**src/verilog/exc_unit_pkg.sv**
```systemverilog
package exc_unit_pkg;

    // Vector numbers
    localparam logic [7:0] VEC_DIVIDE_ERROR = 8'h00;
    localparam logic [7:0] VEC_DEBUG        = 8'h01;
    localparam logic [7:0] VEC_NMI          = 8'h02;
    localparam logic [7:0] VEC_PAGE_FAULT   = 8'h0E;

    // Error code field positions
    localparam int EC_EXT_BIT   = 0;
    localparam int EC_GATE_BIT  = 1;
    localparam int EC_LOCAL_BIT = 2;
    localparam int EC_INDEX_LSB = 3;
    localparam int INDEX_W      = 13;

    // Debug cause bit positions in the debug status register
    localparam int DBG_FETCH_BIT  = 0;
    localparam int DBG_DATA_BIT   = 1;
    localparam int DBG_IO_BIT     = 2;
    localparam int DBG_GD_BIT     = 3;
    localparam int DBG_STEP_BIT   = 4;
    localparam int DBG_TASK_BIT   = 5;
    localparam int DBG_INT1_BIT   = 6;
    localparam int DBG_W          = 7;

    // AXI4-Lite register byte offsets
    localparam logic [7:0] REG_CTRL        = 8'h00;
    localparam logic [7:0] REG_DEBUG_STAT  = 8'h04;
    localparam logic [7:0] REG_LAST_VECTOR = 8'h08;
    localparam logic [7:0] REG_LAST_CODE   = 8'h0C;
    localparam logic [7:0] REG_PENDING     = 8'h10;

    localparam logic [1:0] RESP_OKAY   = 2'h0;
    localparam logic [1:0] RESP_SLVERR = 2'h2;

    // Control register field positions and reset value
    localparam int          CTRL_ENABLE_BIT = 0;
    localparam int          CTRL_GATE32_BIT = 1;
    localparam logic [31:0] CTRL_RESET      = 32'h0000_0003;

    // Source of a segment-related exception request
    typedef enum logic [1:0] {
        SRC_INTERNAL,
        SRC_MASKABLE_PIN,
        SRC_LOCAL_PINS,
        SRC_SOFT_INT
    } src_type;

    // Segment-related fault request from the core
    typedef struct packed {
        logic               valid;
        logic [7:0]         vector;
        logic               has_code;
        logic               seg_related;
        logic               null_ref;
        logic               external;
        logic               gate_ref;
        logic               local_ref;
        logic [INDEX_W-1:0] index;
        src_type            source;
    } seg_req_type;

    // Delivery handed to the stack push sequencer
    typedef struct packed {
        logic        valid;
        logic [7:0]  vector;
        logic        push_code;
        logic        code_dword;
        logic [31:0] code;
        logic        ip_next;
    } delivery_type;

endpackage

```
**src/verilog/exc_unit.sv**
```systemverilog
// Our own choices: the AXI4-Lite interface to the registers and the register offsets.
`timescale 1ns/100ps
module exc_unit
    import exc_unit_pkg::*;
(
    input  wire logic               ref_clk_in,
    input  wire logic               srst_in,
    input  wire seg_req_type        seg_req_in,
    input  wire logic [31:0]        pf_code_in,
    input  wire logic               div_zero_in,
    input  wire logic               div_overflow_in,
    input  wire logic [DBG_W-1:0]   dbg_cond_in,
    input  wire logic               insn_boundary_in,
    input  wire logic               insn_done_in,
    input  wire logic               nmi_pin_in,
    input  wire logic               nmi_ctrl_req_in,
    input  wire logic               push_ready_in,
    output logic                    seg_req_ready_out,
    output delivery_type            delivery_out,
    output logic [DBG_W-1:0]        debug_status_reg_out,
    output logic                    s_axi_awready,
    input  wire logic [7:0]         s_axi_awaddr,
    input  wire logic               s_axi_awvalid,
    output logic                    s_axi_wready,
    input  wire logic [31:0]        s_axi_wdata,
    input  wire logic [3:0]         s_axi_wstrb,
    input  wire logic               s_axi_wvalid,
    output logic                    s_axi_bvalid,
    output logic [1:0]              s_axi_bresp,
    input  wire logic               s_axi_bready,
    input  wire logic [7:0]         s_axi_araddr,
    input  wire logic               s_axi_arvalid,
    output logic                    s_axi_arready,
    output logic                    s_axi_rvalid,
    output logic [31:0]             s_axi_rdata,
    output logic [1:0]              s_axi_rresp,
    input  wire logic               s_axi_rready
);

    localparam logic [DBG_W-1:0] DBG_FAULT_MASK =
        DBG_W'((1 << DBG_FETCH_BIT) | (1 << DBG_GD_BIT));

    // Pin synchronisers: first stage is read only by the second
    logic nmi_meta;
    logic nmi_sync;
    logic nmi_sync_d;
    logic ctrl;
    logic [31:0] ctrl_reg;

    // Edge detect follows the second stage so a long pin level gives one request
    always_ff @(posedge ref_clk_in)
    begin
        nmi_meta   <= nmi_pin_in;
        nmi_sync   <= nmi_meta;
        nmi_sync_d <= srst_in ? 1'b0 : nmi_sync;
    end

    // Pending flags; set wins over clear on the same edge
    logic          seg_pend;
    seg_req_type   seg_hold;
    logic          de_pend;
    logic          nmi_pend;
    logic [DBG_W-1:0] dbg_pend;
    logic          busy;
    logic          take_nmi;
    logic          take_de;
    logic          take_dbg_fault;
    logic          take_dbg_trap;
    logic          take_seg;
    logic          enable;
    logic          gate32;

    // Write-path state, declared ahead of the debug status logic that reads it
    logic          aw_have;
    logic          w_have;
    logic [7:0]    wr_addr;
    logic          wr_fire;
    logic [31:0]   wdata_hold;
    logic [3:0]    wstrb_hold;

    // Deliveries stop while disabled; pending sources wait and nothing is lost
    assign enable = ctrl_reg[CTRL_ENABLE_BIT];
    assign gate32 = ctrl_reg[CTRL_GATE32_BIT];
    assign ctrl   = enable && !busy;

    // Priority: faults on the current instruction first, then traps and the
    // non-maskable event, both only once the instruction has completed
    always_comb
    begin
        take_de        = ctrl && de_pend;
        take_dbg_fault = ctrl && !take_de && |(dbg_pend & DBG_FAULT_MASK);
        take_seg       = ctrl && !take_de && !take_dbg_fault && seg_pend;
        take_dbg_trap  = ctrl && !take_de && !take_dbg_fault && !take_seg
                         && insn_done_in && |(dbg_pend & ~DBG_FAULT_MASK);
        take_nmi       = ctrl && !take_de && !take_dbg_fault && !take_seg
                         && !take_dbg_trap && nmi_pend
                         && insn_boundary_in && insn_done_in;
    end

    // Divide error catches either divisor zero or quotient overflow
    always_ff @(posedge ref_clk_in)
    begin
        if (srst_in)
            de_pend <= 1'b0;
        else if (div_zero_in || div_overflow_in)
            de_pend <= 1'b1;
        else if (take_de)
            de_pend <= 1'b0;
    end

    // Non-maskable request from pin edge or from the interrupt controller
    always_ff @(posedge ref_clk_in)
    begin
        if (srst_in)
            nmi_pend <= 1'b0;
        else if ((nmi_sync && !nmi_sync_d) || nmi_ctrl_req_in)
            nmi_pend <= 1'b1;
        else if (take_nmi)
            nmi_pend <= 1'b0;
    end

    // Debug conditions pend per cause; only the class being taken clears
    always_ff @(posedge ref_clk_in)
    begin
        if (srst_in)
            dbg_pend <= '0;
        else if (take_dbg_fault)
            dbg_pend <= (dbg_pend & ~DBG_FAULT_MASK) | dbg_cond_in;
        else if (take_dbg_trap)
            dbg_pend <= (dbg_pend & DBG_FAULT_MASK) | dbg_cond_in;
        else
            dbg_pend <= dbg_pend | dbg_cond_in;
    end

    // Segment request is held until delivered; ready drops while held
    always_ff @(posedge ref_clk_in)
    begin
        if (srst_in)
        begin
            seg_pend <= 1'b0;
            seg_hold <= '0;
        end
        else if (seg_req_in.valid && seg_req_ready_out)
        begin
            seg_pend <= 1'b1;
            seg_hold <= seg_req_in;
        end
        else if (take_seg)
            seg_pend <= 1'b0;
    end

    always_ff @(posedge ref_clk_in)
    begin
        if (srst_in)
            seg_req_ready_out <= 1'b0;
        else
            seg_req_ready_out <= !seg_pend && !(seg_req_in.valid && seg_req_ready_out);
    end

    // Error code for the segment-related format
    function automatic logic [31:0] seg_code(input seg_req_type r);
        logic [31:0] c;
        c = '0;
        if (r.seg_related && !r.null_ref)
        begin
            c[EC_EXT_BIT]   = r.external;
            c[EC_GATE_BIT]  = r.gate_ref;
            c[EC_LOCAL_BIT] = !r.gate_ref && r.local_ref;
            c[EC_INDEX_LSB +: INDEX_W] = r.index;
        end
        else
            c[EC_EXT_BIT] = 1'b0;
        return c;
    endfunction

    // Delivery builder; one vector per handshake with the push sequencer
    always_ff @(posedge ref_clk_in)
    begin
        if (srst_in)
        begin
            delivery_out <= '0;
            busy         <= 1'b0;
        end
        else if (busy)
        begin
            if (push_ready_in)
            begin
                delivery_out.valid <= 1'b0;
                busy               <= 1'b0;
            end
        end
        else if (take_de)
        begin
            delivery_out <= '{1'b1, VEC_DIVIDE_ERROR, 1'b0, gate32,
                              32'h0000_0000, 1'b0};
            busy <= 1'b1;
        end
        else if (take_dbg_fault || take_dbg_trap)
        begin
            // Fault leaves the pointer on the cause, trap moves past it
            delivery_out <= '{1'b1, VEC_DEBUG, 1'b0, gate32,
                              32'h0000_0000, take_dbg_trap};
            busy <= 1'b1;
        end
        else if (take_seg)
        begin
            delivery_out.valid      <= 1'b1;
            delivery_out.vector     <= seg_hold.vector;
            // The pusher places the code after the saved pointer
            delivery_out.push_code  <= seg_hold.has_code
                                       && seg_hold.source == SRC_INTERNAL;
            delivery_out.code_dword <= gate32;
            // Upper half stays reserved as zero in the segment format
            delivery_out.code       <= (seg_hold.vector == VEC_PAGE_FAULT)
                                       ? pf_code_in : seg_code(seg_hold);
            delivery_out.ip_next    <= seg_hold.source != SRC_INTERNAL;
            busy <= 1'b1;
        end
        else if (take_nmi)
        begin
            delivery_out <= '{1'b1, VEC_NMI, 1'b0, gate32,
                              32'h0000_0000, 1'b1};
            busy <= 1'b1;
        end
    end

    // Debug status register records causes as they are delivered
    // A software write replaces the causes, but one taken in the same cycle is kept;
    // the held write word is used since the bus data may already have moved on
    always_ff @(posedge ref_clk_in)
    begin
        if (srst_in)
            debug_status_reg_out <= '0;
        else if (wr_fire && wr_addr == REG_DEBUG_STAT && wstrb_hold[0])
            debug_status_reg_out <= wdata_hold[DBG_W-1:0]
                                    | (take_dbg_fault ? (dbg_pend & DBG_FAULT_MASK) : '0)
                                    | (take_dbg_trap ? (dbg_pend & ~DBG_FAULT_MASK) : '0);
        else if (take_dbg_fault)
            debug_status_reg_out <= debug_status_reg_out
                                    | (dbg_pend & DBG_FAULT_MASK);
        else if (take_dbg_trap)
            debug_status_reg_out <= debug_status_reg_out
                                    | (dbg_pend & ~DBG_FAULT_MASK);
    end

    // AXI4-Lite write path: address and data taken in either order
    // A new write waits while the previous response is still unanswered
    assign wr_fire = aw_have && w_have && !s_axi_bvalid;

    always_ff @(posedge ref_clk_in)
    begin
        if (srst_in)
        begin
            aw_have       <= 1'b0;
            w_have        <= 1'b0;
            wr_addr       <= '0;
            s_axi_awready <= 1'b0;
            s_axi_wready  <= 1'b0;
            s_axi_bvalid  <= 1'b0;
            s_axi_bresp   <= RESP_OKAY;
        end
        else
        begin
            s_axi_awready <= !aw_have && !(s_axi_awvalid && s_axi_awready);
            s_axi_wready  <= !w_have && !(s_axi_wvalid && s_axi_wready);
            if (s_axi_awvalid && s_axi_awready)
            begin
                aw_have <= 1'b1;
                wr_addr <= s_axi_awaddr;
            end
            if (s_axi_wvalid && s_axi_wready)
                w_have <= 1'b1;
            if (wr_fire)
            begin
                aw_have      <= 1'b0;
                w_have       <= 1'b0;
                s_axi_bvalid <= 1'b1;
                s_axi_bresp  <= (wr_addr == REG_CTRL || wr_addr == REG_DEBUG_STAT)
                                ? RESP_OKAY : RESP_SLVERR;
            end
            else if (s_axi_bvalid && s_axi_bready)
                s_axi_bvalid <= 1'b0;
        end
    end

    // Write data register, kept apart from the handshake
    always_ff @(posedge ref_clk_in)
    begin
        if (srst_in)
        begin
            wdata_hold <= '0;
            wstrb_hold <= '0;
        end
        else if (s_axi_wvalid && s_axi_wready)
        begin
            wdata_hold <= s_axi_wdata;
            wstrb_hold <= s_axi_wstrb;
        end
    end

    // Control register; only byte lane 0 holds fields
    always_ff @(posedge ref_clk_in)
    begin
        if (srst_in)
            ctrl_reg <= CTRL_RESET;
        else if (wr_fire && wr_addr == REG_CTRL && wstrb_hold[0])
            ctrl_reg <= {30'h0000_0000, wdata_hold[CTRL_GATE32_BIT:0]};
    end

    // Last delivered vector and code, for software inspection
    logic [31:0] rd_mux;

    always_comb
    begin
        case (s_axi_araddr)
            REG_CTRL:        rd_mux = ctrl_reg;
            REG_DEBUG_STAT:  rd_mux = {25'h000_0000, debug_status_reg_out};
            REG_LAST_VECTOR: rd_mux = {24'h00_0000, delivery_out.vector};
            REG_LAST_CODE:   rd_mux = delivery_out.code;
            REG_PENDING:     rd_mux = {20'h0_0000, seg_pend, de_pend, nmi_pend,
                                       busy, dbg_pend, 1'b0};
            default:         rd_mux = 32'h0000_0000;
        endcase
    end

    // AXI4-Lite read path: one cycle after the address is taken
    always_ff @(posedge ref_clk_in)
    begin
        if (srst_in)
        begin
            s_axi_arready <= 1'b0;
            s_axi_rvalid  <= 1'b0;
            s_axi_rdata   <= '0;
            s_axi_rresp   <= RESP_OKAY;
        end
        else
        begin
            s_axi_arready <= !s_axi_rvalid && !(s_axi_arvalid && s_axi_arready);
            if (s_axi_arvalid && s_axi_arready)
            begin
                s_axi_rvalid <= 1'b1;
                s_axi_rdata  <= rd_mux;
                s_axi_rresp  <= (s_axi_araddr <= REG_PENDING && s_axi_araddr[1:0] == 2'h0)
                                ? RESP_OKAY : RESP_SLVERR;
            end
            else if (s_axi_rvalid && s_axi_rready)
                s_axi_rvalid <= 1'b0;
        end
    end

endmodule

```
**config.mk**
```make
export PLATFORM = sky130hd
export DESIGN_NAME = exc_unit
export DESIGN_NICKNAME = d
export VERILOG_FILES = /design/src/verilog/exc_unit_pkg.sv /design/src/verilog/exc_unit.sv
export SDC_FILE = /design/constraint.sdc
export NUM_CORES = 1
export LEC_CHECK = 0
export BUFFER_PORTS_ARGS = -buffer_cell sky130_fd_sc_hd__buf_2
export CAP_MARGIN = 10
export CELL_PAD_IN_SITES_DETAIL_PLACEMENT = 1
export CELL_PAD_IN_SITES_GLOBAL_PLACEMENT = 1
export CORE_MARGIN = 4
export CORE_UTILIZATION = 32
export CTS_CLUSTER_DIAMETER = 80
export DETAILED_ROUTE_END_ITERATION = 8
export HOLD_SLACK_MARGIN = 0.06
export PLACE_DENSITY = 0.86
export SETUP_SLACK_MARGIN = 0.5
export SYNTH_ARGS = -nofsm -noshare
export SYNTH_HDL_FRONTEND = slang
export SYNTH_SLANG_ARGS = --single-unit
```
**constraint.sdc**
```tcl
create_clock -name ref_clk_in -period 1.8 [get_ports ref_clk_in]
set_input_delay 0.09 -clock ref_clk_in [delete_from_list [all_inputs] [get_ports ref_clk_in]]
set_output_delay 0.09 -clock ref_clk_in [all_outputs]
set_load 0.1 [all_outputs]
```
Word-level counts from Yosys, hierarchy flattened --
Cells that the tools add are included.
Operators by class: order comparisons 1, eq/ne operators 7, multiplexer cells 35, bitwise operators 8, reductions and logical operators 73
Operators with widths (number):
- 44-bit 2-to-1 mux | 4
- 32-bit case mux with 5 select lines | 1
- 7-bit 2-to-1 mux | 6
- 1-bit logical AND | 34
- 32-bit 2-to-1 mux | 1
- 7-bit bitwise OR | 4
- 8-bit by 4-bit == test with 1-bit output (second input constant) | 3
- 1-bit 2-to-1 mux | 19
- 1-bit zero test | 17
- 8-bit by 3-bit == test with 1-bit output (second input constant) | 2
- 8-bit zero test | 2
- 15-bit 2-to-1 mux | 1
- 7-bit by 4-bit bitwise OR with 7-bit output | 2
- 2-bit nonzero test | 6
- 8-bit by 5-bit == test with 1-bit output (second input constant) | 1
- 8-bit by 5-bit less-or-equal comparator with 1-bit output (second input constant) | 1
- 4-bit by 7-bit bitwise OR with 7-bit output | 1
- 5-bit nonzero test | 1
- 5-bit OR reduction | 1
- 2-bit zero test | 2
- 1-bit logical OR | 4
- 2-bit 2-to-1 mux | 2
- 4-bit 2-to-1 mux | 1
- 2-bit AND reduction | 2
- 5 further kinds | 6
Word-level totals: register bits 156, bits of input ports 135, output and inout bits 93, logic and storage cells 163

Logic depth before layout (Yosys ltp) --
Gate-level depths: netlist (run 1).
depth after elaboration 23, mapped depth 6, gate-level depth less buffers 4

Least setup slack after synthesis (run 1) --
OpenSTA, ideal clock, no wires.
kind register to register, start point register s_axi_arready, end point register s_axi_rdata[2], library setup time 71 ps, data arrival time 2085 ps, required time 1729 ps, slack -357 ps, stages on the path, launching flop included 5, buffers on the path 1, period minus slack after synthesis 2157 ps, cells stage by stage dfxtp_1 > nand2_1 > or4_4 > buf_6 > o21ai_1
On the way: longest elaborated chain between the ends 1
RTL lines:
- start, declared | line exc_unit.sv:33 | output logic s_axi_arready,
- start signal, assigned | line exc_unit.sv:338 | s_axi_arready <= !s_axi_rvalid && !(s_axi_arvalid && s_axi_arready);
- 1-bit logical AND | line exc_unit.sv:339 | if (s_axi_arvalid && s_axi_arready)
- end signal, assigned | line exc_unit.sv:342 | s_axi_rdata <= rd_mux;
- end, declared | line exc_unit.sv:35 | output logic [31:0] s_axi_rdata,
No other way between the ends. A chain may end at the register's enable or synchronous reset.

Worst setup path after layout (run 1) --
start point register dbg_pend[0], end point register delivery_out[15] (netlist name)
On the way: longest elaborated chain between the ends 16, elaborated cells between the ends (all ways) 20, those cells by class mux (3); reduce/logical (17)
RTL lines:
- start, declared | line exc_unit.sv:63 | logic [DBG_W-1:0] dbg_pend;
- start signal, assigned | line exc_unit.sv:128 | dbg_pend <= (dbg_pend & ~DBG_FAULT_MASK) | dbg_cond_in;
- start signal, assigned | line exc_unit.sv:130 | dbg_pend <= (dbg_pend & DBG_FAULT_MASK) | dbg_cond_in;
- start signal, assigned | line exc_unit.sv:132 | dbg_pend <= dbg_pend | dbg_cond_in;
- 2-bit OR reduction (*) | line exc_unit.sv:91 | take_dbg_fault = ctrl && !take_de && |(dbg_pend & DBG_FAULT_MASK);
- 1-bit logical AND (*) | line exc_unit.sv:91
- 1-bit zero test | line exc_unit.sv:92, exc_unit.sv:93, exc_unit.sv:95
- 1-bit logical AND | line exc_unit.sv:92, exc_unit.sv:93, exc_unit.sv:95
- 1-bit logical AND | line exc_unit.sv:92 | take_seg = ctrl && !take_de && !take_dbg_fault && seg_pend;
- 1-bit zero test | line exc_unit.sv:93, exc_unit.sv:95
- 1-bit logical AND | line exc_unit.sv:93, exc_unit.sv:95
- 1-bit logical AND (2 in series) | line exc_unit.sv:94 | && insn_done_in && |(dbg_pend & ~DBG_FAULT_MASK);
- 1-bit zero test | line exc_unit.sv:96 | && !take_dbg_trap && nmi_pend
- 1-bit logical AND (2 in series) | line exc_unit.sv:96
- 1-bit logical AND (2 in series) | line exc_unit.sv:97 | && insn_boundary_in && insn_done_in;
- 4-bit nonzero test (no source line)
- 2-bit AND reduction (no source line)
- end signal, assigned | line exc_unit.sv:194 | delivery_out <= '{1'b1, VEC_DIVIDE_ERROR, 1'b0, gate32,
- end signal, assigned | line exc_unit.sv:201 | delivery_out <= '{1'b1, VEC_DEBUG, 1'b0, gate32,
- end signal, assigned | line exc_unit.sv:221 | delivery_out <= '{1'b1, VEC_NMI, 1'b0, gate32,
- end, declared | line exc_unit.sv:19 | output delivery_type delivery_out,
Mark *: on every way between the ends. The rest lies on a longest branch, timed or not.

==> qor.csv, run 1 <==
stage,metric,value,unit
synth,sequential-to-total area share from yosys stat,51.95,%
synth,Post-synth ARST share,0,%
synth,multiplexer area fraction after synthesis,5.756,%
setup_path,start-to-end type of the worst setup path,reg2reg,
layout,area growth from synthesis to layout,67.00,%
placement,post-placement worst setup slack,0.06585,ns
floorplanning,num rows,49,
setup_path,sort of element at the start of the critical path,register,
synth,XOR/XNOR Fraction of Synth Area,0,%
setup_path,source of the critical timing path,dbg_pend[0],
timing,unrepaired setup endpoints after global routing,yes,
floorplanning,number of placed I/O pins,228,
setup_path,worst endpoint data arrival time,2.04,ns
timing,final critical-path required period,1.691,ns
synth,post-synthesis cell count,641,
flow_run,max-cap violation count,0,
setup_path,Worst path max stage delay,0.34,ns
detailed_routing,DR iter-0 viols,424,
synth,Post-Syn Area per Cell,9.258,sq um
detailed_routing,DRC,0,
timing,Fmax achieved,0.5914,GHz
global_route,Overflow after GRT,0,
synth,Synth area leader,dfxtp_1,
synth,adder-cell share of the synthesized area,0,%
detailed_routing,via count,6511,
timing,slack of the critical path,0.1090,ns
detailed_routing,DRT antenna net count,0,
setup_path,required time worst endpoint,2.15,ns
worst_hold_path,HP Start,s_axi_araddr[1],
clocking,# clock sinks,154,
detailed_routing,wire length after detailed routing,28100,um
power_and_ir_drop,peak ir drop on the vdd network,0.5275,mV
power_and_ir_drop,power per cell area,861.8,mW/mm^2
global_route,pin count of the biggest net entering global routing,36,
floorplanning,Initial Util,32.81,%
timing,worst clock skew on the final layout,0.01368,ns
timing,Tcrit/Tclk final,93.95,%
synth,ys flop type,dfxtp_1,
layout,register name with the most flops,delivery_out,
setup_path,ordered list of cells on the worst path,buf_6 -> nor3_4 -> nand4_1 -> a21oi_4 -> buf_12 -> bufbuf_16 -> o2bb2ai_1,
detailed_routing,post-detailed-route via-to-cell ratio,5.359,
floorplanning,core area,0.01809,sq mm
clocking,Num CTS Buffers,17,
power_and_ir_drop,fraction of power spent switching nets,30.43,%
layout,number of flip-flops under the largest register name,44,
synth,share of the synthesized area in compound gates (AO/OA/AOI/OAI),18.55,%
global_route,first-pass GRT wire length,38880,um
synth,largest family of logic cells by synthesized area,simple AND/OR/NAND/NOR gates,
clocking,clk buf depth,2,
timing,headroom to the max-slew limit,57.47,%
timing,Final Hold Viols,0,
synth,number of enable-type register cells in the synthesized netlist,0,
timing,count of pins over their slew limit,0,
setup_path,critical path's slowest cell,dfxtp_2,
clocking,"Reg clk slew, reported paths",0.07,ns
clocking,clock root buffer,clkbuf_16,
layout,share of post-route cells with drive strength above 1,41.42,%
floorplanning,die extent in x,144.2,um
worst_hold_path,Tightest Hold Check Type,in2reg,
synth,number of library cell types mapped by synthesis,56,
layout,largest registers in the final layout,"delivery_out (44), s_axi_rdata (32), seg_hold (29)",
global_route,initial antenna violation count,0,
synth,number of flip-flops and latches in the synthesized netlist,154,
timing,accumulated negative setup slack,0,ns
setup_path,capturing element type of the critical path,register,
clocking,clock tree from TritonCTS,yes,
timing,transition time at the pin with the least slew margin,0.6350,ns
detailed_routing,detailed-route wire length per cell,23.13,um
synth,mapped cell area,0.005934,sq mm
setup_path,maximum fanout encountered on the critical timing path,6,
placement,sum of net half-perimeters after detailed placement,15350,um
clocking,latest clock arrival within the worst-skew pair,0.43,ns
synth,top cells by area in the synthesized netlist,"dfxtp_1 52%, nand2_1 7.7%, a21oi_1 5.9%, mux2i_1 4.0%, a22o_1 3.2%",
placement,weighted congestion reported at the end of routability-driven placement,0.8171,
status,outcome,finished clean,
floorplanning,area of the die,0.02079,sq mm
global_route,vias in the first global route,6899,
synth,synthesized-area fraction occupied by and/or/nand/nor cells,19.84,%
global_route,Tot GR Track Use,24.49,%
detailed_routing,number of search-and-repair iterations in the first detailed-routing pass,5,
power_and_ir_drop,register share of total power,42.4,%
power_and_ir_drop,Clock Power Share,40.8,%
clocking,deepest level of the CTS H-tree,4,
power_and_ir_drop,internal power summed over all cells,5.942,mW
setup_path,Critical R2R Launch,dbg_pend[0],
placement,count of input and output buffers,197,
power_and_ir_drop,combinational share of power,16.8,%
power_and_ir_drop,leakage,4.243,nW
synth,count of synthesis-stage warnings from yosys,0,
power_and_ir_drop,net switching power figure,2.599,mW
synth,share of the synthesized area in the top cell type,51.95,%
timing,Final setup violation count,0,
floorplanning,Die Height,144.2,um
layout,net count of the finished layout,1107,
==> worst max-delay path, delay by kind of cell, from the launching register on <==
family,cells,cell delay [ns]
AO/OA/AOI/OAI,2,0.35
buffers and inverters,3,0.54
flip-flops,1,0.34
AND/OR/NAND/NOR,2,0.38
==> layout by cell type (no fill, tap or decap), types with 3 or more instances in the layout <==
cell type / count
nor2b_1: 4
inv_1: 6
a222oi_1: 5
clkbuf_4: 17
mux2i_1: 20
o2bb2ai_2: 7
clkbuf_16: 17
nor4_4: 4
o21ai_1: 5
a22o_1: 22
buf_16: 4
buf_2: 107
nand2b_1: 3
nand2_4: 4
nor2_1: 42
nor2_2: 3
a22oi_1: 24
a21oi_2: 11
buf_4: 109
and2_1: 20
nand2_1: 116
o2bb2ai_1: 10
dfxtp_1: 116
buf_6: 11
dlygate4sd3_1: 94
dfxtp_4: 14
nor3_1: 12
clkinv_4: 5
o21ai_2: 7
a21oi_1: 57
buf_12: 6
mux2_2: 4
inv_6: 5
dfxtp_2: 24
==> Yosys cell counts, drive strengths merged (13+ instances only) <==
cell type,count
nor2,47
and2,20
mux2i,24
buf,15
nor3,16
clkbuf,27
o2bb2ai,17
dfxtp,154
a22o,22
a22oi,24
nand2,121
a21oi,70
o21ai,13
==> layer usage <==
metal | global-route usage [%] | vias up | part of all wire (%) | wire length [um]
li1 | - | 2945 | - | -
met1 | 26.72 | 3223 | 38 | 10760
met2 | 44.32 | 283 | 52 | 14490
met3 | 6.779 | 60 | 6.7 | 1887
met4 | 10.70 | 0 | 3.4 | 964
met5 | 0 | - | 0 | 0
==> power by group through the flow <==
stage	registers (mW)	logic (mW)	clock network [mW]
2_1_floorplan	3.89	0.380	0
3_3_place_gp	3.67	0.886	0
3_5_place_dp	3.67	0.900	0
4_1_cts	3.60	1.27	3.47
5_1_grt	3.63	1.51	3.69
6_report	3.62	1.44	3.48
==> path summary, 6_finish.rpt <==
| path | endpoint | slack [ns] | depth (start not counted) |
|---|---|---|---|
| setup / recovery | delivery_out[15] | 0.11 | 7 |
| hold / removal | s_axi_rdata[0] | 0.14 | 4 |
| setup reg to reg | delivery_out[15] | 0.11 | 7 |
| hold reg to reg | nmi_sync | 0.33 | 0 |
==> logic make-up (layout without fill, tap and decap cells) <==
| family | Yosys count | after routing |
|---|---|---|
| other | 1 | 3 |
| DFF | 154 | 154 |
| muxes | 31 | 31 |
| and+or+nand+nor | 242 | 244 |
| AOI/OAI and AO/OA | 165 | 165 |
| buffers and inverters | 48 | 389 |
==> through the flow <==
step	hold WS, ns	utilization [%]	instance area (sq um)	power [mW]	instances
after global routing	0.1346	54.78	9908	8.822	1214
after global placement	0.1927	40.35	7298	4.554	1044
after floorplan	0.1177	-	6096	4.269	642
after CTS	0.07979	52.49	9494	8.342	1196
final	0.1407	54.80	9911	8.541	1215
after detailed placement	0.2008	40.35	7298	4.574	1044
==> cell type report <==
type	count	area, sq um
diodes	1	2.502
clock buffers	17	425.4
clock inverters	15	131.4
fillers	1987	8175
inverters	6	22.52
multi-input cells	442	3038
flip-flops and latches	154	3166
well taps	229	286.5
repair buffers	351	2839
==> timing repair <==
action,4_1_cts,5_1_grt
pin swaps,38,32
resized for setup,121,71
setup buffers,21,16
endpoints found under the hold margin,92,0
cloned,5,2
hold buffers,94,0
endpoints found under the setup margin,162,101
(Power assumes the default switching activity.)
==> inputs of run 2 (changes only) <==
--- a/config.mk
+++ b/config.mk
@@ -6,14 +6,14 @@
 export NUM_CORES = 1
 export LEC_CHECK = 0
-export BUFFER_PORTS_ARGS = -buffer_cell sky130_fd_sc_hd__buf_2
 export CAP_MARGIN = 10
 export CELL_PAD_IN_SITES_DETAIL_PLACEMENT = 1
 export CELL_PAD_IN_SITES_GLOBAL_PLACEMENT = 1
 export CORE_MARGIN = 4
-export CORE_UTILIZATION = 32
+export CORE_UTILIZATION = 40
 export CTS_CLUSTER_DIAMETER = 80
 export DETAILED_ROUTE_END_ITERATION = 8
+export DONT_BUFFER_PORTS = 1
 export HOLD_SLACK_MARGIN = 0.06
-export PLACE_DENSITY = 0.86
+export PLACE_DENSITY = 0.83
 export SETUP_SLACK_MARGIN = 0.5
 export SYNTH_ARGS = -nofsm -noshare
==> constraint.sdc (replaced) <==
create_clock -name ref_clk_in -period 1.8 [get_ports ref_clk_in]
set_input_delay 0.09 -clock ref_clk_in [delete_from_list [all_inputs] [get_ports ref_clk_in]]
set_output_delay 0.09 -clock ref_clk_in [all_outputs]
set_load 0.01 [all_outputs]
==> qor.csv, run 2 (synthesized netlist as in run 1, its figures left out) <==
stage,metric,value,unit
power_and_ir_drop,power per cell area,974.6,mW/mm^2
worst_hold_path,Tightest Hold Check Type,in2reg,
setup_path,Crit path max-delay family,simple AND/OR/NAND/NOR gates,
setup_path,maximum fanout encountered on the critical timing path,6,
clocking,cts hold-fix bufs,41,
detailed_routing,wire length after detailed routing,23410,um
layout,"commonest non-fill, non-tap cells in the layout","127 x dfxtp_1, 114 x nand2_1, 56 x a21oi_1",
placement,weighted congestion reported at the end of routability-driven placement,0.8629,
layout,largest registers in the final layout,"delivery_out (44), s_axi_rdata (32), seg_hold (29)",
setup_path,required time worst endpoint,2.10,ns
setup_path,worst endpoint data arrival time,1.92,ns
detailed_routing,detailed-route wire length per cell,25.92,um
setup_path,start-to-end type of the worst setup path,reg2reg,
timing,worst clock skew on the final layout,0.01180,ns
clocking,Num CTS Buffers,17,
timing,Final setup violation count,0,
power_and_ir_drop,leakage,3.016,nW
timing,Tcrit/Tclk final,90.03,%
global_route,first-pass GRT wire length,32380,um
timing,slack of the critical path,0.1794,ns
timing,tightest hold margin,-0.2550,ns
placement,count of input and output buffers,0,
power_and_ir_drop,Clock Power Share,43.5,%
layout,area growth from synthesis to layout,35.44,%
placement,sum of net half-perimeters after detailed placement,14020,um
setup_path,Worst Path Buf+Inv,0,
placement,post-placement worst setup slack,0.06447,ns
timing,transition time at the pin with the least slew margin,0.5392,ns
status,outcome,finished with violations,
clocking,clock tree from TritonCTS,yes,
setup_path,ordered list of cells on the worst path,or3b_4 -> or4_4 -> a21oi_1 -> nor2_1,
global_route,vias in the first global route,5652,
clocking,clk buf depth,2,
timing,headroom to the max-slew limit,63.89,%
layout,antenna diode count,0,
layout,number of flip-flops under the largest register name,44,
global_route,pin count of the biggest net entering global routing,109,
global_route,Overflow after GRT,0,
power_and_ir_drop,net switching power figure,1.976,mW
layout,share of post-route cells with drive strength above 1,26.70,%
power_and_ir_drop,register share of total power,46.7,%
clocking,deepest level of the CTS H-tree,4,
power_and_ir_drop,internal power summed over all cells,5.857,mW
timing,count of pins over their slew limit,0,
detailed_routing,number of search-and-repair iterations in the first detailed-routing pass,5,
layout,register name with the most flops,delivery_out,
detailed_routing,DR iter-0 viols,347,
global_route,initial antenna violation count,0,
clocking,"Reg clk slew, reported paths",0.06,ns
floorplanning,die extent in x,129.8,um
setup_path,critical path's slowest cell,or4_4,
setup_path,sort of element at the start of the critical path,register,
status,failing checks,negative hold slack,
floorplanning,area of the die,0.01685,sq mm
global_route,Tot GR Track Use,25.20,%
power_and_ir_drop,fraction of power spent switching nets,25.23,%
power_and_ir_drop,combinational share of power,9.8,%
power_and_ir_drop,peak ir drop on the vdd network,0.6734,mV
detailed_routing,DRT antenna net count,0,
layout,net count of the finished layout,841,
timing,Final Hold Viols,109,
setup_path,Worst path max stage delay,0.49,ns
timing,unrepaired setup endpoints after global routing,yes,
floorplanning,number of placed I/O pins,228,
detailed_routing,post-detailed-route via-to-cell ratio,5.929,
floorplanning,num rows,44,
timing,accumulated negative setup slack,0,ns
setup_path,capturing element type of the critical path,register,
detailed_routing,via count,5354,
floorplanning,Die Height,129.8,um
layout,"leading cell type in the layout, fill and taps excluded",dfxtp_1,
floorplanning,core area,0.01453,sq mm
timing,final critical-path required period,1.621,ns
timing,Fmax achieved,0.6171,GHz
clocking,latest clock arrival within the worst-skew pair,0.42,ns
clocking,clock root buffer,clkbuf_16,
floorplanning,Initial Util,40.83,%
detailed_routing,DRC,0,
flow_run,max-cap violation count,0,
clocking,# clock sinks,154,
## run 2: changes by cell type in the layout (fill, tap and decap cells not counted), sizes merged, moves of 3 or more
cell         previous run  this run
clkinv                  5         8
buf                   239        44
inv                    14         6
dlygate4sd3            94        41
clkbuf                 34        21
## run 2: power groups by stage
stage          Clock (mW)  Combinational (mW)  Sequential, mW
3_5_place_dp            0               0.404            3.72
6_report             3.41               0.771            3.66
2_1_floorplan           0               0.360            3.67
3_3_place_gp            0               0.379            3.71
4_1_cts              3.40               0.626            3.65
5_1_grt              3.62               0.816            3.67
## run 2: per-layer routing
metal | share of wire (%) | track usage (%)
met1 | 37 | 27.73
met2 | 51 | 44.80
met3 | 8.6 | 8.432
met4 | 3.5 | 9.902
met5 | 0 | 0
## run 2: layout make-up
cell class	instances	area, sq um
multi-input cells	441	3109
fillers	1579	6496
clock inverters	12	100.1
clock buffers	20	456.7
flip-flops and latches	154	3144
well taps	184	230.2
inverters	6	22.52
repair buffers	86	974.7
## run 2: through the flow
stage	util [%]	std cells	total power, mW	hold WS [ns]	area, sq um
final	55.30	903	7.833	-0.2550	8038
after global routing	55.30	903	8.105	-0.2744	8038
after CTS	52.02	891	7.677	-0.2661	7561
after detailed placement	42.22	795	4.122	0.1178	6136
after global placement	42.22	795	4.090	0.1178	6136
after floorplan	-	642	4.032	0.1177	6030
## run 2: final timing paths
path | from | endpoint | slack [ns] | cells after the start
setup / recovery | de_pend | dbg_pend[5] | 0.18 | 4
hold reg to reg | nmi_meta | nmi_sync | 0.33 | 0
hold / removal | srst_in | s_axi_rdata[26] | -0.26 | 1
setup reg to reg | de_pend | dbg_pend[5] | 0.18 | 4
## run 2: repair_timing
action | in CTS | in global routing
gates resized for setup | 55 | 85
endpoints found under the hold margin | 153 | 117
pin swaps | 34 | 45
endpoints found under the setup margin | 92 | 96
buffers inserted | 18 | 10
cloned | 5 | 2
## run 2: worst register-to-register path: stages, from the launching register on
cell and delay [ns]:
dfxtp_4 0.37, or3b_4 0.41, or4_4 0.49, a21oi_1 0.19, nor2_1 0.05
==> inputs of run 3 (changes only) <==
- clock period: 1.8 -> 1.4 ns (I/O delays scaled with it)
==> qor.csv, run 3 (synthesized netlist as in run 1, its figures left out) <==
stage,metric,value,unit
placement,post-placement worst setup slack,-0.2490,ns
setup_path,end of the worst register-to-register path,delivery_out[7],
clocking,cts hold-fix bufs,34,
detailed_routing,via count,5885,
detailed_routing,detailed-route wire length per cell,29.29,um
timing,Final setup violation count,69,
layout,largest registers in the final layout,"delivery_out (44), s_axi_rdata (32), seg_hold (29)",
clocking,deepest level of the CTS H-tree,4,
floorplanning,number of placed I/O pins,228,
flow_run,max-cap violation count,0,
layout,number of flip-flops under the largest register name,44,
layout,"commonest non-fill, non-tap cells in the layout","81 x nand2_1, 78 x dfxtp_2, 49 x dfxtp_1",
global_route,first-pass GRT wire length,36720,um
setup_path,cells on worst reg2reg path,5,
layout,layout filler cell count,1461,
power_and_ir_drop,fraction of power spent switching nets,25.21,%
layout,footprint of the flip-flops and latches,0.003282,sq mm
floorplanning,core area,0.01453,sq mm
layout,area growth from synthesis to layout,55.58,%
placement,sum of net half-perimeters after detailed placement,14220,um
clocking,clk buf depth,2,
power_and_ir_drop,combinational share of power,12.0,%
power_and_ir_drop,net switching power figure,2.748,mW
setup_path,maximum fanout encountered on the critical timing path,10,
status,outcome,finished with violations,
layout,core utilization of the finished layout,63.52,%
timing,Final Hold Viols,111,
setup_path,start-to-end type of the worst setup path,reg2reg,
layout,share of post-route cells with drive strength above 1,53.47,%
detailed_routing,DR iter-0 viols,436,
power_and_ir_drop,Clock Power Share,45.4,%
setup_path,capturing element type of the critical path,register,
power_and_ir_drop,peak ir drop on the vdd network,0.9761,mV
timing,worst clock skew on the final layout,0.01229,ns
clocking,clock root buffer,clkbuf_16,
detailed_routing,DRT antenna net count,0,
timing,accumulated negative setup slack,-13.04,ns
global_route,vias in the first global route,6271,
setup_path,sort of element at the start of the critical path,register,
floorplanning,Die Height,129.8,um
placement,count of input and output buffers,0,
worst_hold_path,depth of the worst hold-timing path,1,
worst_hold_path,HP Start,srst_in,
clocking,# clock sinks,154,
timing,transition time at the pin with the least slew margin,0.6228,ns
timing,slack of the critical path,-0.4077,ns
global_route,Overflow after GRT,0,
status,failing checks,"negative hold slack, negative setup slack",
detailed_routing,number of search-and-repair iterations in the first detailed-routing pass,5,
global_route,initial antenna violation count,0,
timing,final critical-path required period,1.808,ns
timing,unrepaired setup endpoints after global routing,yes,
setup_path,required time worst endpoint,1.68,ns
power_and_ir_drop,register share of total power,42.6,%
power_and_ir_drop,internal power summed over all cells,8.152,mW
clocking,"Reg clk slew, reported paths",0.07,ns
clocking,latest clock arrival within the worst-skew pair,0.43,ns
detailed_routing,post-detailed-route via-to-cell ratio,6.214,
layout,register name with the most flops,delivery_out,
setup_path,worst endpoint data arrival time,2.09,ns
setup_path,R2R Setup Slk,-0.41,ns
timing,Tcrit/Tclk final,129.1,%
layout,multi-input combinational cell area,0.003513,sq mm
layout,"leading cell type in the layout, fill and taps excluded",nand2_1,
clocking,clock tree from TritonCTS,yes,
timing,Fmax achieved,0.5532,GHz
floorplanning,Initial Util,40.83,%
floorplanning,die extent in x,129.8,um
detailed_routing,DRC,0,
setup_path,Critical R2R Launch,seg_hold[28],
worst_hold_path,Tightest Hold Check Type,in2reg,
detailed_routing,wire length after detailed routing,27740,um
layout,net count of the finished layout,887,
power_and_ir_drop,leakage,3.635,nW
timing,count of pins over their slew limit,0,
floorplanning,area of the die,0.01685,sq mm
placement,weighted congestion reported at the end of routability-driven placement,0.9007,
floorplanning,num rows,44,
power_and_ir_drop,power per cell area,1181,mW/mm^2
timing,headroom to the max-slew limit,58.48,%
timing,tightest hold margin,-0.2907,ns
global_route,Tot GR Track Use,29.06,%
clocking,Num CTS Buffers,17,
layout,antenna diode count,0,
worst_hold_path,capture endpoint of the worst hold path,s_axi_rdata[24],
global_route,pin count of the biggest net entering global routing,109,
-- run 3: layer usage --
layer / GRT usage, % / share of wire, % / vias up
li1: - / - / 2503
met1: 29.37 / 34 / 2961
met2: 52.41 / 52 / 322
met3: 10.40 / 9.5 / 99
met4: 15.16 / 5.0 / 0
met5: 0 / 0 / -
-- run 3: power by group through the flow --
stage,Combinational [mW],Clock (mW),Sequential [mW]
2_1_floorplan,0.505,0,4.73
3_3_place_gp,0.692,0,4.74
3_5_place_dp,0.721,0,4.75
4_1_cts,1.08,4.88,4.66
5_1_grt,1.37,5.17,4.66
6_report,1.31,4.95,4.65
-- run 3: cell type report --
class | count | area share, %
multi-input combinational | 443 | 38.05
sequential | 154 | 35.55
timing repair buffer | 130 | 17.01
clock buffer | 18 | 4.757
tap | 184 | 2.494
clock inverter | 12 | 1.897
inverter | 6 | 0.2439
-- run 3: worst max-delay path, cell delays in order (launching register included) --
cell	delay, ns
dfxtp_2	0.36
nor4b_4	0.40
nand4_4	0.24
buf_12	0.23
mux2i_2	0.27
o2bb2ai_1	0.15
-- run 3: worst max-delay path by stage --
| stage | from | end | slack (ns) |
|---|---|---|---|
| after CTS | de_pend | dbg_pend[4] | -0.13 |
| final | seg_hold[28] | delivery_out[7] | -0.41 |
| after detailed placement | de_pend | dbg_pend[2] | -0.25 |
| after global placement | de_pend | dbg_pend[5] | -0.19 |
| after global routing | seg_hold[28] | delivery_out[7] | -0.39 |
| after floorplan | busy | dbg_pend[5] | -0.16 |
-- run 3: timing repair --
| action | CTS | global route |
|---|---|---|
| gates cloned | 10 | 5 |
| setup endpoints to repair | 215 | 231 |
| buffers inserted | 13 | 7 |
| resized for setup | 209 | 160 |
| hold endpoints to repair | 148 | 114 |
| pin swaps | 67 | 65 |
-- run 3: per-stage QoR --
stage                     std cells  power (mW)  area (sq um)
after floorplan                 642       5.233          6153
after global placement          848       5.429          6631
after detailed placement        848       5.469          6631
after CTS                       935       10.62          8657
after global routing            947       11.20          9233
final                           947       10.90          9233
